--- config.mk ---
export PLATFORM = sky130hd
export DESIGN_NAME = line_locked_dto_pll
export DESIGN_NICKNAME = d
export VERILOG_FILES = /design/src/design/dpll_pkg.sv /design/src/design/line_locked_dto_pll.sv
export SDC_FILE = /design/constraint.sdc
export NUM_CORES = 1
export LEC_CHECK = 0
export ABC_AREA = 1
export BUFFER_PORTS_ARGS = -buffer_cell sky130_fd_sc_hd__clkbuf_2
export CORE_AREA = 2 2 173 175
export CTS_CLUSTER_SIZE = 25
export DETAILED_ROUTE_END_ITERATION = 12
export DIE_AREA = 0 0 175 177
export HOLD_SLACK_MARGIN = 0.08
export PLACE_DENSITY = 0.81
export SETUP_SLACK_MARGIN = 0.2
export SLEW_MARGIN = 30
export SYNTH_ARGS = -nofsm -noshare
export SYNTH_HDL_FRONTEND = slang
export SYNTH_SLANG_ARGS = --single-unit
--- constraint.sdc ---
create_clock -name hclk -period 8.45 [get_ports hclk]
set_input_delay 1.69 -clock hclk [delete_from_list [all_inputs] [get_ports hclk]]
set_output_delay 1.69 -clock hclk [all_outputs]
set_load 0.01 [all_outputs]
--- src/design/dpll_pkg.sv ---
// Package: constants, register map and carrier types for the line-locked synthesizer
package dpll_pkg;
    localparam int unsigned inc_w = 33;
    localparam int unsigned inc_int_w = 6;
    localparam int unsigned inc_frac_w = 27;
    localparam int unsigned term_w = 12;
    localparam int unsigned acc_w = 33;
    // Register byte offsets
    localparam logic [7:0] ctrl_off = 8'h00;
    localparam logic [7:0] nom_lo_off = 8'h04;
    localparam logic [7:0] nom_hi_off = 8'h08;
    localparam logic [7:0] term_off = 8'h0c;
    localparam logic [7:0] div_off = 8'h10;
    localparam logic [7:0] stat_off = 8'h14;
    localparam logic [7:0] irq_off = 8'h18;
    localparam logic [7:0] mask_off = 8'h1c;
    localparam logic [7:0] act_lo_off = 8'h20;
    localparam logic [7:0] act_hi_off = 8'h24;
    localparam logic [7:0] vco_off = 8'h28;
    // Field positions
    localparam int unsigned ctrl_det_off_bit = 0;
    localparam int unsigned stat_sync_bit = 0;
    localparam int unsigned stat_lock_bit = 1;
    localparam int unsigned irq_w = 3;
    localparam int unsigned irq_sync_lost = 0;
    localparam int unsigned irq_lock_lost = 1;
    localparam int unsigned irq_range = 2;
    // Reset values and increment range limits
    localparam logic [32:0] nom_rst = 33'h0ba2e8a16;
    localparam logic [11:0] term_rst = 12'h520;
    localparam logic [3:0] div_rst = 4'h4;
    localparam logic [3:0] vco_rst = 4'h8;
    localparam logic [32:0] inc_min = 33'h080000000;
    localparam logic [32:0] inc_max = 33'h100000000;
    // Scale of one oscillator cycle: 32 in the same fixed point
    localparam logic [32:0] osc_period = 33'h100000000;
    // Timing: sync declared absent after this many clocks without a line edge
    localparam int unsigned sync_timeout_cyc = 65536;
    localparam int unsigned lock_err_tol = 2;
    localparam int unsigned lock_lines = 8;
    localparam logic [7:0] loop_gain_shift = 8'h10;

    typedef struct packed {
        logic [31:0] addr;
        logic write;
        logic [2:0] size;
        logic sel;
    } ahb_req_s;
endpackage

--- src/design/line_locked_dto_pll.sv ---
// Line-locked digital oscillator synthesizer with AHB-Lite register slave
// Function
// - The oscillator accumulates 16 times the vco reference per step and wraps by the active increment.
// - The clock output toggles so its rate is the oscillator rate divided by the divider setting rounded down to even, or by 2 for settings below 2.
// - A write of the nominal increment reloads the active increment with it.
// - Both increments are 33-bit unsigned with 6 integer and 27 fraction bits.
// - The value is the top six bits as an integer plus the low bits times two to the minus 27.
// - With the detector off the active increment is held at the nominal value.
// - The register port answers only while the oscillator is in its stable range.
// - After the port stops answering only a hardware reset recovers it.
`timescale 1ns/100ps
module line_locked_dto_pll
    import dpll_pkg::*;
#(
    parameter int unsigned sync_timeout = dpll_pkg::sync_timeout_cyc
) (
    // Clock and reset
    input wire logic hclk,
    input wire logic hresetn,
    // AHB-Lite slave
    input wire logic hsel,
    input wire logic [31:0] haddr,
    input wire logic [1:0] htrans,
    input wire logic hwrite,
    input wire logic [2:0] hsize,
    input wire logic [31:0] hwdata,
    input wire logic hready,
    output logic [31:0] hrdata,
    output logic hreadyout,
    output logic hresp,
    // Video line sync pin
    input wire logic line_sync_input,
    // Synthesized clock, lock pin and interrupt
    output logic oscillator_clock_out,
    output logic lock_out,
    output logic irq
);
    import dpll_pkg::*;

    ////////////////////////////////////////////////////////////////////////
    // Increment clamp helper
    function automatic logic [inc_w-1:0] clamp_inc(input logic [inc_w:0] v);
        if (v[inc_w]) begin
            clamp_inc = inc_min;
        end else if (v[inc_w-1:0] < inc_min) begin
            clamp_inc = inc_min;
        end else if (v[inc_w-1:0] > inc_max) begin
            clamp_inc = inc_max;
        end else begin
            clamp_inc = v[inc_w-1:0];
        end
    endfunction

    ////////////////////////////////////////////////////////////////////////
    // Line sync synchroniser and edge
    logic sync_m_reg, sync_s_reg, sync_d_reg;
    logic line_edge;
    always_ff @(posedge hclk or negedge hresetn) begin
        if (!hresetn) begin
            sync_m_reg <= 1'b0;
            sync_s_reg <= 1'b0;
            sync_d_reg <= 1'b0;
        end else begin
            sync_m_reg <= line_sync_input;
            sync_s_reg <= sync_m_reg;
            sync_d_reg <= sync_s_reg;
        end
    end
    assign line_edge = sync_s_reg & ~sync_d_reg;

    ////////////////////////////////////////////////////////////////////////
    // Register state
    ahb_req_s req_reg, req_next;
    logic det_off_reg, det_off_next;
    logic [31:0] nom_lo_reg, nom_lo_next;
    logic [inc_w-1:0] nom_reg, nom_next;
    logic nom_load_reg, nom_load_next;
    logic [term_w-1:0] term_reg, term_next;
    logic [3:0] div_reg, div_next;
    logic [3:0] vco_reg, vco_next;
    logic [irq_w-1:0] irq_stat_reg, irq_stat_next;
    logic [irq_w-1:0] mask_reg, mask_next;
    logic [31:0] rdata_next;
    logic irq_next;
    logic [irq_w-1:0] ev;
    logic port_dead_reg, port_dead_next;
    logic [inc_w-1:0] act_reg;
    logic sync_ok_reg, locked_reg;

    always_comb begin
        req_next = req_reg;
        det_off_next = det_off_reg;
        nom_lo_next = nom_lo_reg;
        nom_next = nom_reg;
        nom_load_next = 1'b0;
        term_next = term_reg;
        div_next = div_reg;
        vco_next = vco_reg;
        mask_next = mask_reg;
        irq_stat_next = irq_stat_reg;
        rdata_next = 32'h0;
        port_dead_next = port_dead_reg;
        // Oscillator out of range latches the port dead until reset
        if (act_reg < inc_min || act_reg > inc_max) begin
            port_dead_next = 1'b1;
        end
        if (req_reg.sel && req_reg.write) begin
            unique case (req_reg.addr[7:0])
                ctrl_off: det_off_next = hwdata[ctrl_det_off_bit];
                nom_lo_off: nom_lo_next = hwdata;
                nom_hi_off: begin
                    nom_next = {hwdata[0], nom_lo_reg};
                    nom_load_next = 1'b1;
                end
                term_off: term_next = hwdata[term_w-1:0];
                div_off: div_next = hwdata[3:0];
                vco_off: vco_next = hwdata[3:0];
                irq_off: irq_stat_next = irq_stat_reg & ~hwdata[irq_w-1:0];
                mask_off: mask_next = hwdata[irq_w-1:0];
                default: ;
            endcase
        end
        // Set wins over the write-one clear
        irq_stat_next = irq_stat_next | ev;
        req_next = '{addr: haddr, write: hwrite, size: hsize,
                     sel: hsel && htrans[1] && hready && !port_dead_reg};
        if (hsel && htrans[1] && hready && !hwrite) begin
            unique case (haddr[7:0])
                ctrl_off: rdata_next[ctrl_det_off_bit] = det_off_reg;
                nom_lo_off: rdata_next = nom_reg[31:0];
                nom_hi_off: rdata_next[0] = nom_reg[32];
                term_off: rdata_next[term_w-1:0] = term_reg;
                div_off: rdata_next[3:0] = div_reg;
                vco_off: rdata_next[3:0] = vco_reg;
                stat_off: rdata_next[1:0] = {locked_reg, sync_ok_reg};
                irq_off: rdata_next[irq_w-1:0] = irq_stat_reg;
                mask_off: rdata_next[irq_w-1:0] = mask_reg;
                act_lo_off: rdata_next = act_reg[31:0];
                act_hi_off: rdata_next[0] = act_reg[32];
                default: rdata_next = 32'h0;
            endcase
        end
        irq_next = |(irq_stat_next & mask_next);
    end

    always_ff @(posedge hclk or negedge hresetn) begin
        if (!hresetn) begin
            req_reg <= '0;
            det_off_reg <= 1'b0;
            nom_lo_reg <= 32'h0;
            nom_reg <= nom_rst;
            nom_load_reg <= 1'b0;
            term_reg <= term_rst;
            div_reg <= div_rst;
            vco_reg <= vco_rst;
            irq_stat_reg <= '0;
            mask_reg <= '0;
            hrdata <= 32'h0;
            hreadyout <= 1'b1;
            hresp <= 1'b0;
            irq <= 1'b0;
            port_dead_reg <= 1'b0;
        end else begin
            req_reg <= req_next;
            det_off_reg <= det_off_next;
            nom_lo_reg <= nom_lo_next;
            nom_reg <= nom_next;
            nom_load_reg <= nom_load_next;
            term_reg <= term_next;
            div_reg <= div_next;
            vco_reg <= vco_next;
            irq_stat_reg <= irq_stat_next;
            mask_reg <= mask_next;
            hrdata <= rdata_next;
            hreadyout <= !port_dead_next;
            hresp <= 1'b0;
            irq <= irq_next;
            port_dead_reg <= port_dead_next;
        end
    end

    ////////////////////////////////////////////////////////////////////////
    // Digital oscillator and output divider
    logic [acc_w:0] acc_reg, acc_next;
    logic [acc_w:0] wrap_lim;
    logic osc_tick;
    // Wrap point: integer and top five fraction bits of the increment, doubled
    assign wrap_lim = {22'h0, act_reg[inc_w-1:inc_frac_w-5], 1'b0};
    logic [3:0] div_cnt_reg, div_cnt_next;
    logic clk_out_next;
    always_comb begin
        // Each step adds 16 x vco multiplier; wrap at the scaled increment (64 x inc) gives f = f_vco / (4 inc)
        acc_next = acc_reg + {26'h0, vco_reg, 4'h0};
        osc_tick = 1'b0;
        if (acc_next >= wrap_lim) begin
            acc_next = acc_next - wrap_lim;
            osc_tick = 1'b1;
            // Remainder above a lowered wrap point restarts the phase
            if (acc_next >= wrap_lim) begin
                acc_next = '0;
            end
        end
        div_cnt_next = div_cnt_reg;
        clk_out_next = oscillator_clock_out;
        if (osc_tick) begin
            if (div_cnt_reg + 4'h1 >= (div_reg >> 1) || div_reg < 4'h2) begin
                div_cnt_next = 4'h0;
                clk_out_next = ~oscillator_clock_out;
            end else begin
                div_cnt_next = div_cnt_reg + 4'h1;
            end
        end
    end
    always_ff @(posedge hclk or negedge hresetn) begin
        if (!hresetn) begin
            acc_reg <= '0;
            div_cnt_reg <= 4'h0;
            oscillator_clock_out <= 1'b0;
        end else begin
            acc_reg <= acc_next;
            div_cnt_reg <= div_cnt_next;
            oscillator_clock_out <= clk_out_next;
        end
    end

    ////////////////////////////////////////////////////////////////////////
    // Phase/frequency detector, lock and sync detection
    logic [term_w-1:0] line_cnt_reg, line_cnt_next;
    logic out_rise;
    logic [inc_w-1:0] act_next;
    logic [31:0] silence_reg, silence_next;
    logic sync_ok_next, locked_next;
    logic [3:0] good_reg, good_next;
    logic [inc_w:0] trial;
    logic signed [term_w+1:0] err;
    assign out_rise = clk_out_next & ~oscillator_clock_out;
    always_comb begin
        line_cnt_next = line_cnt_reg;
        act_next = act_reg;
        silence_next = silence_reg + 32'h1;
        sync_ok_next = sync_ok_reg;
        locked_next = locked_reg;
        good_next = good_reg;
        err = '0;
        trial = {1'b0, act_reg};
        ev = '0;
        if (out_rise) begin
            line_cnt_next = line_cnt_reg + 12'h1;
        end
        if (silence_reg >= sync_timeout) begin
            sync_ok_next = 1'b0;
            silence_next = silence_reg;
        end
        if (line_edge) begin
            silence_next = 32'h0;
            sync_ok_next = 1'b1;
            line_cnt_next = 12'h0;
            err = $signed({2'b00, line_cnt_reg}) - $signed({2'b00, term_reg});
            // Too many cycles per line: raise the increment to slow down
            trial = {1'b0, act_reg} + {{(inc_w-term_w-9){err[term_w+1]}}, err, 8'h0};
            if (err > $signed(lock_err_tol) || err < -$signed(lock_err_tol)) begin
                good_next = 4'h0;
                locked_next = 1'b0;
            end else if (good_reg < lock_lines) begin
                good_next = good_reg + 4'h1;
            end else begin
                locked_next = 1'b1;
            end
            if (!det_off_reg) begin
                act_next = clamp_inc(trial);
            end
        end
        if (det_off_reg || nom_load_reg) begin
            act_next = nom_reg;
        end
        if (!sync_ok_next) begin
            locked_next = 1'b0;
        end
        ev[irq_sync_lost] = sync_ok_reg & ~sync_ok_next;
        ev[irq_lock_lost] = locked_reg & ~locked_next;
        ev[irq_range] = port_dead_next & ~port_dead_reg;
    end
    always_ff @(posedge hclk or negedge hresetn) begin
        if (!hresetn) begin
            line_cnt_reg <= '0;
            act_reg <= nom_rst;
            silence_reg <= 32'h0;
            sync_ok_reg <= 1'b0;
            locked_reg <= 1'b0;
            good_reg <= 4'h0;
            lock_out <= 1'b0;
        end else begin
            line_cnt_reg <= line_cnt_next;
            act_reg <= act_next;
            silence_reg <= silence_next;
            sync_ok_reg <= sync_ok_next;
            locked_reg <= locked_next;
            good_reg <= good_next;
            lock_out <= locked_next;
        end
    end

    ////////////////////////////////////////////////////////////////////////
    // Assertions
    property p_nom_reload;
        @(posedge hclk) disable iff (!hresetn) nom_load_reg |=> act_reg == $past(nom_reg);
    endproperty
    a_nom_reload: assert property (p_nom_reload) else $error("active increment not reloaded");

    property p_det_hold;
        @(posedge hclk) disable iff (!hresetn) det_off_reg ##1 det_off_reg |-> act_reg == $past(nom_reg);
    endproperty
    a_det_hold: assert property (p_det_hold) else $error("increment moved with detector off");

    property p_lo_only;
        @(posedge hclk) disable iff (!hresetn)
            req_reg.sel && req_reg.write && req_reg.addr[7:0] == nom_lo_off |=> $stable(nom_reg);
    endproperty
    a_lo_only: assert property (p_lo_only) else $error("partial increment applied");

    property p_dead_sticky;
        @(posedge hclk) disable iff (!hresetn) port_dead_reg |=> port_dead_reg && !hreadyout;
    endproperty
    a_dead_sticky: assert property (p_dead_sticky) else $error("port revived without reset");

    property p_dead_answer;
        @(posedge hclk) disable iff (!hresetn) (act_reg > inc_max) |=> !hreadyout;
    endproperty
    a_dead_answer: assert property (p_dead_answer) else $error("port answers with bad oscillator");

    property p_out_toggle;
        @(posedge hclk) disable iff (!hresetn) $changed(oscillator_clock_out) |-> $past(osc_tick);
    endproperty
    a_out_toggle: assert property (p_out_toggle) else $error("output changed without oscillator step");

    property p_inc_range;
        @(posedge hclk) disable iff (!hresetn)
            line_edge && !det_off_reg && !nom_load_reg |=> act_reg >= inc_min && act_reg <= inc_max;
    endproperty
    a_inc_range: assert property (p_inc_range) else $error("steered increment out of range");

    property p_lock_sync;
        @(posedge hclk) disable iff (!hresetn) lock_out |-> sync_ok_reg;
    endproperty
    a_lock_sync: assert property (p_lock_sync) else $error("lock without sync");

    property p_wrap;
        @(posedge hclk) disable iff (!hresetn)
            $past(wrap_lim) != '0 |-> acc_reg < $past(wrap_lim);
    endproperty
    a_wrap: assert property (p_wrap) else $error("accumulator overran");
endmodule

# After elaboration in Yosys (flattened, before gate mapping)
# Index checks and enable logic that the tools add are counted.
[totals]
regBits = 263
input_bits = 75
output_inout_bits = 37
elab_cells = 145
[op_classes]
add_sub_neg = 8
magnitude_cmp = 12
eq_ne = 19
muxes = 38
bitwise_logic = 14
reduce_logical = 26
[ops]
columns = ["operator", "count"]
rows = [
  ["2-to-1 mux 33 bit", 6],
  ["2-to-1 mux 32 bit", 3],
  ["greater-or-equal comparator 34 x 12 -> 1 bit", 2],
  ["2-to-1 mux 34 bit", 2],
  ["> comparator 33 bit, second input constant", 2],
  ["< comparator 33 x 32 -> 1 bit, second input constant", 2],
  ["== test 8 x 5 -> 1 bit, second input constant", 7],
  ["one-hot mux 20 bit (2 select lines)", 1],
  ["adder 33 x 34 -> 34 bit", 1],
  ["adder 34 x 8 -> 34 bit", 1],
  ["subtractor 34 x 12 -> 34 bit", 1],
  ["adder 32 x 1 -> 32 bit, second input constant", 1],
  ["== test 8 x 4 -> 1 bit, second input constant", 4],
  ["== test 8 x 6 -> 1 bit, second input constant", 4],
  ["greater-or-equal comparator 32 x 17 -> 1 bit, second input constant", 1],
  ["2-to-1 mux 12 bit", 2],
  ["one-hot mux 8 bit (3 select lines)", 1],
  ["== test 8 x 3 -> 1 bit, second input constant", 2],
  ["zero test 8 bit", 2],
  ["AND reduction 2 bit", 8],
  ["> comparator 13 x 3 -> 1 bit, second input constant", 1],
  ["< comparator 13 x 2 -> 1 bit, second input constant", 1],
  ["subtractor 12 x 12 -> 13 bit", 1],
  ["adder 12 x 1 -> 12 bit, second input constant", 1],
  ["23 further kinds", 60],
]

# Longest topological paths before layout
[logic_depth]
word_depth = 11
mapped_depth = 34
mapped_depth_nobuf = 34

# Least setup slack after synthesis
# OpenSTA, ideal clock, no wires.
[synth_timing]
path_type = "register -> register"
start = "reg line_cnt_reg[0]"
end = "reg act_reg[10]"
setup_ns = 0.130
arrival_time_ns = 3.860
t_required_ns = 8.320
slack_ns = 4.461
path_stages_with_launch = 26
path_buffers = 1
synth_period_minus_slack_ns = 3.989
cell_sequence = "dfrtp_1 -> inv_1 -> ha_1 -> fa_1 -> inv_1 -> nand3_1 -> nand2_1 -> nand3_1 -> nand2_1 -> a31oi_1 -> o21a_1 -> ha_1 -> nand2_1 -> nor2_1 -> inv_1 -> nor3_1 -> nand3_1 -> nand3_1 -> nand2_1 -> nand2_1 -> a21oi_1 -> o21ai_0 -> a21oi_1 -> nand3_1 -> clkbuf_1 -> o21bai_1"
[synth_between]
elab_chain_cells = 9
word_cells_on_any_way = 10
classes_between = "add/sub (2); order compare (2); mux (6)"
[synth_lines]
columns = ["item", "line_no", "source"]
rows = [
  ["from (decl)", "line_locked_dto_pll.sv:228", "logic [term_w-1:0] line_cnt_reg, line_cnt_next;"],
  ["from (signal assigned)", "line_locked_dto_pll.sv:293", "line_cnt_reg <= line_cnt_next;"],
  ["subtractor 12 x 12 -> 13 bit *", "line_locked_dto_pll.sv:258", "err = $signed({2'b00, line_cnt_reg}) - $signed({2'b00, term_reg});"],
  ["adder 33 x 34 -> 34 bit *", "line_locked_dto_pll.sv:260", "trial = {1'b0, act_reg} + {{(inc_w-term_w-9){err[term_w+1]}}, err, 8'h0};"],
  ["> comparator 33 bit", "line_locked_dto_pll.sv:47", "end else if (v[inc_w-1:0] > inc_max) begin"],
  ["2-to-1 mux 33 bit", "line_locked_dto_pll.sv:47", ""],
  ["2-to-1 mux 33 bit", "line_locked_dto_pll.sv:45", "end else if (v[inc_w-1:0] < inc_min) begin"],
  ["2-to-1 mux 33 bit *", "line_locked_dto_pll.sv:43", "if (v[inc_w]) begin"],
  ["2-to-1 mux 33 bit *", "line_locked_dto_pll.sv:269", "if (!det_off_reg) begin"],
  ["2-to-1 mux 33 bit *", "line_locked_dto_pll.sv:254", "if (line_edge) begin"],
  ["2-to-1 mux 33 bit *", "line_locked_dto_pll.sv:273", "if (det_off_reg || nom_load_reg) begin"],
  ["to (signal assigned)", "line_locked_dto_pll.sv:286", "act_reg <= nom_rst;"],
  ["to (signal assigned)", "line_locked_dto_pll.sv:294", "act_reg <= act_next;"],
  ["to (decl)", "line_locked_dto_pll.sv:87", "logic [inc_w-1:0] act_reg;"],
]
# Mark *: on every way between the ends. The rest lies on a longest branch, timed or not. The select of a mux whose other input is x is not followed.
# A chain may end at the register's enable or synchronous reset.

# Final worst setup path
[layout_timing]
start = "reg line_cnt_reg[0]"
end = "reg act_reg[0]"
# Same word-level chain as after synthesis.

==> flow_summary.yaml <==
sta:
  skew_ns: 0.0266
  hold_ws_ns: 0.366
  fin_tns_setup_ns: 0
  post-route-period-util: 0.606
  drv_slew: 0
  rsz0062_at_grt: "false"
  worst_slew_pin_slew_ns: 0.930
  finalSetupViolCount: 0
  setup_ws_ns: 3.33
  hold_violations: 0
  min_period_ns: 5.12
  max_freq_mhz: 195
  relSlewSlack: 0.376
layout:
  fin_util: 0.611
  finalNetCount: 2411
  num-fill-cells: 2621
  final_cell_mix: "nand2_1 (630), inv_1 (296), dfrtp_1 (226)"
  layout_commonest_cell: "nand2_1"
  design_area_um2: 17900
  syn_to_final_growth_pct: 12.6
  drive_above_1_share: 0.104
critical_path:
  worstRegToRegCells: 27
  crit_fanout: 24
  critPathBufInv: 3
  crit_path_start_kind: "flop"
  cp_common_cell: "nand2_1"
  r2r-end: "act_reg[0]$_DFFE_PN0P_"
  reg2reg_from: "line_cnt_reg[0]$_DFFE_PN0P_"
  path_delay_family: "simple AND/OR/NAND/NOR gates"
  required_ns: 8.95
  r2r_slack_ns: 3.33
  cp-end-kind: "flop"
  crit_arrival_ns: 5.62
  worst-path-stages: 27
  critPathSlowestCell: "nand2_1"
  cpPeakStageDelay_ns: 0.47
  critical_path_class: "flop to flop"
hold_path:
  hp-class: "flop to flop"
  min_from: "sync_m_reg$_DFF_PN0_"
  worst_hold_path.endpoint: "sync_s_reg$_DFF_PN0_"
  hold_path_depth: 0
route:
  routed_via_density: 5.38
  vias: 14400
  wirelength_um: 41500
  dr.pass1.iters: 5
  drt-initial-drc-count: 916
  wire_per_inst_um: 15.5
  antenna_left: 0
  route.detailed.drc: 0
clock_network:
  cts_tree: "built"
  cts-htree-levels: 1
  clockBufferDepth: 3
  cts_buffers: 29
  post_cts_buffers: 0
  post_cts_resized: 0
  clk_pin_slew_worst_paths_ns: 0.06
  clk_latency_ns: 0.58
  cts-root-buf: "clkbuf_16"
  numClockSinks: 262
  postCtsHoldBufs: 0
global_routing:
  grt_pass1_vias: 14000
  grt_pass1_wl_um: 68600
  overflow: 0
  antenna_found_initial: 2
  globalRouteTotalUtil: 0.271
  grt_max_degree: 122
floorplanning:
  chipHeight_um: 177
  rows: 63
  dieWidth_um: 175
  core-area_um2: 29200
  die-area_um2: 31000
  start_util: 0.542
  io_pins: 112
power_and_ir_drop:
  p_per_area_nw_per_um2: 166
  ir_drop_uv: 179
  p_leak_nw: 9.35
synth:
  synth_mux_area_frac: 0.000710
  synth_edf_count: 0
  synthArstFlopShare: 1.00
  dominantRegCellSynth: "dfrtp_1"
  synthXorXnorAreaFrac: 0.0282
  synth-compound-area-share: 0.108
  synth-seq-area-share: 0.416
  syn_inst: 2156
  syn_avg_cell_area_um2: 7.35
  synth_seq_cells: 262
  synthAdderAreaFrac: 0.0611
  synth_area_um2: 15900
  yosys.area_share.simple: 0.302
  synth_cell_types: 53
  synth_top_family_by_area: "simple AND/OR/NAND/NOR gates"
  yosys_warnings: 0
run_status:
  outcome: "completed"
run:
  cap_violations: 0
placement:
  io_buffers: 82
  dp.final_hpwl_um: 31100
  pre_cts_slack_ns: 3.04
  placed_area_um2: 16800
  gp_congestion: 0.912
## cells in the mapped netlist (2+ instances only)
master / count / area share
a211oi_1: 2 / 0.00095
a21boi_0: 3 / 0.0014
a21o_1: 2 / 0.00095
a21oi_1: 97 / 0.031
a221oi_1: 2 / 0.0011
a22o_1: 12 / 0.0066
a311oi_1: 2 / 0.0011
a31oi_1: 9 / 0.0036
a32o_1: 2 / 0.0013
and3_1: 2 / 0.00079
buf_1: 6 / 0.0014
buf_4: 3 / 0.0014
clkbuf_1: 31 / 0.0073
clkinv_1: 2 / 0.00047
dfrtp_1: 226 / 0.36
dfstp_2: 36 / 0.060
fa_1: 4 / 0.0051
ha_1: 71 / 0.056
inv_1: 298 / 0.071
inv_2: 4 / 0.00095
nand2_1: 630 / 0.15
nand2_2: 14 / 0.0055
nand3_1: 143 / 0.045
nand3_2: 9 / 0.0057
nand3b_1: 7 / 0.0033
nand4_1: 44 / 0.017
nor2_1: 192 / 0.045
nor2_2: 14 / 0.0055
nor2_4: 5 / 0.0036
nor3_1: 40 / 0.013
nor4_1: 9 / 0.0036
o21ai_0: 117 / 0.037
o21ai_1: 8 / 0.0025
o21bai_1: 32 / 0.015
o22ai_1: 6 / 0.0024
or2_2: 6 / 0.0024
xnor2_1: 11 / 0.0061
xor2_1: 40 / 0.022
## power breakdown
| group | total, mW | leakage (nW) | internal (mW) | switching (mW) |
|---|---|---|---|---|
| Combinational | 0.278 | 5.65 | 0.0899 | 0.188 |
| Sequential | 1.32 | 3.19 | 1.29 | 0.0271 |
| Clock | 1.36 | 0.507 | 0.826 | 0.537 |
## worst max path at each step
stage                         endpoint  slack, ns                        start
2_1_floorplan  act_reg[10]$_DFFE_PN0P_       4.46  line_cnt_reg[0]$_DFFE_PN0P_
3_3_place_gp    act_reg[2]$_DFFE_PN1P_       3.11  line_cnt_reg[0]$_DFFE_PN0P_
3_5_place_dp    act_reg[0]$_DFFE_PN0P_       3.04  line_cnt_reg[0]$_DFFE_PN0P_
4_1_cts         act_reg[2]$_DFFE_PN1P_       2.96  line_cnt_reg[0]$_DFFE_PN0P_
5_1_grt         act_reg[3]$_DFFE_PN0P_       2.70  line_cnt_reg[0]$_DFFE_PN0P_
6_report        act_reg[0]$_DFFE_PN0P_       3.33  line_cnt_reg[0]$_DFFE_PN0P_
## area by class of cell
| class | count | area (um2) | area share |
|---|---|---|---|
| tap | 390 | 488 | 0.0273 |
| inverter | 304 | 1140 | 0.0639 |
| antenna | 1 | 2.50 | 0.000140 |
| timing repair buffer | 94 | 554 | 0.0310 |
| clock buffer | 39 | 803 | 0.0450 |
| clock inverter | 15 | 233 | 0.0130 |
| multi-input combinational | 1570 | 8030 | 0.450 |
| sequential | 262 | 6600 | 0.370 |
## layer usage
| layer | global-route usage | wire length, um | vias to the layer above |
|---|---|---|---|
| met5 | 0 | 13 | - |
| met2 | 0.444 | 19000 | 457 |
| met3 | 0.0404 | 2460 | 104 |
| li1 | - | - | 7133 |
| met4 | 0.110 | 1710 | 2 |
| met1 | 0.363 | 18300 | 6698 |
## kinds of logic (layout without fill, tap and decap cells)
kind of cell,count (synthesis),after routing
simple gates,1119,1119
buf+inv,346,452
compound gates,301,301
flops,262,262
fa+ha+maj,75,75
xor+xnor,51,51
other cells,1,24
mux,1,1
## metrics by stage
stage | power, mW | cells
after global placement | 1.59 | 2618
after global routing | 3.07 | 2674
after CTS | 2.98 | 2672
after floorplan | 1.52 | 2178
after detailed placement | 1.61 | 2618
final | 2.96 | 2675
Power figures use the tool's default switching activity.
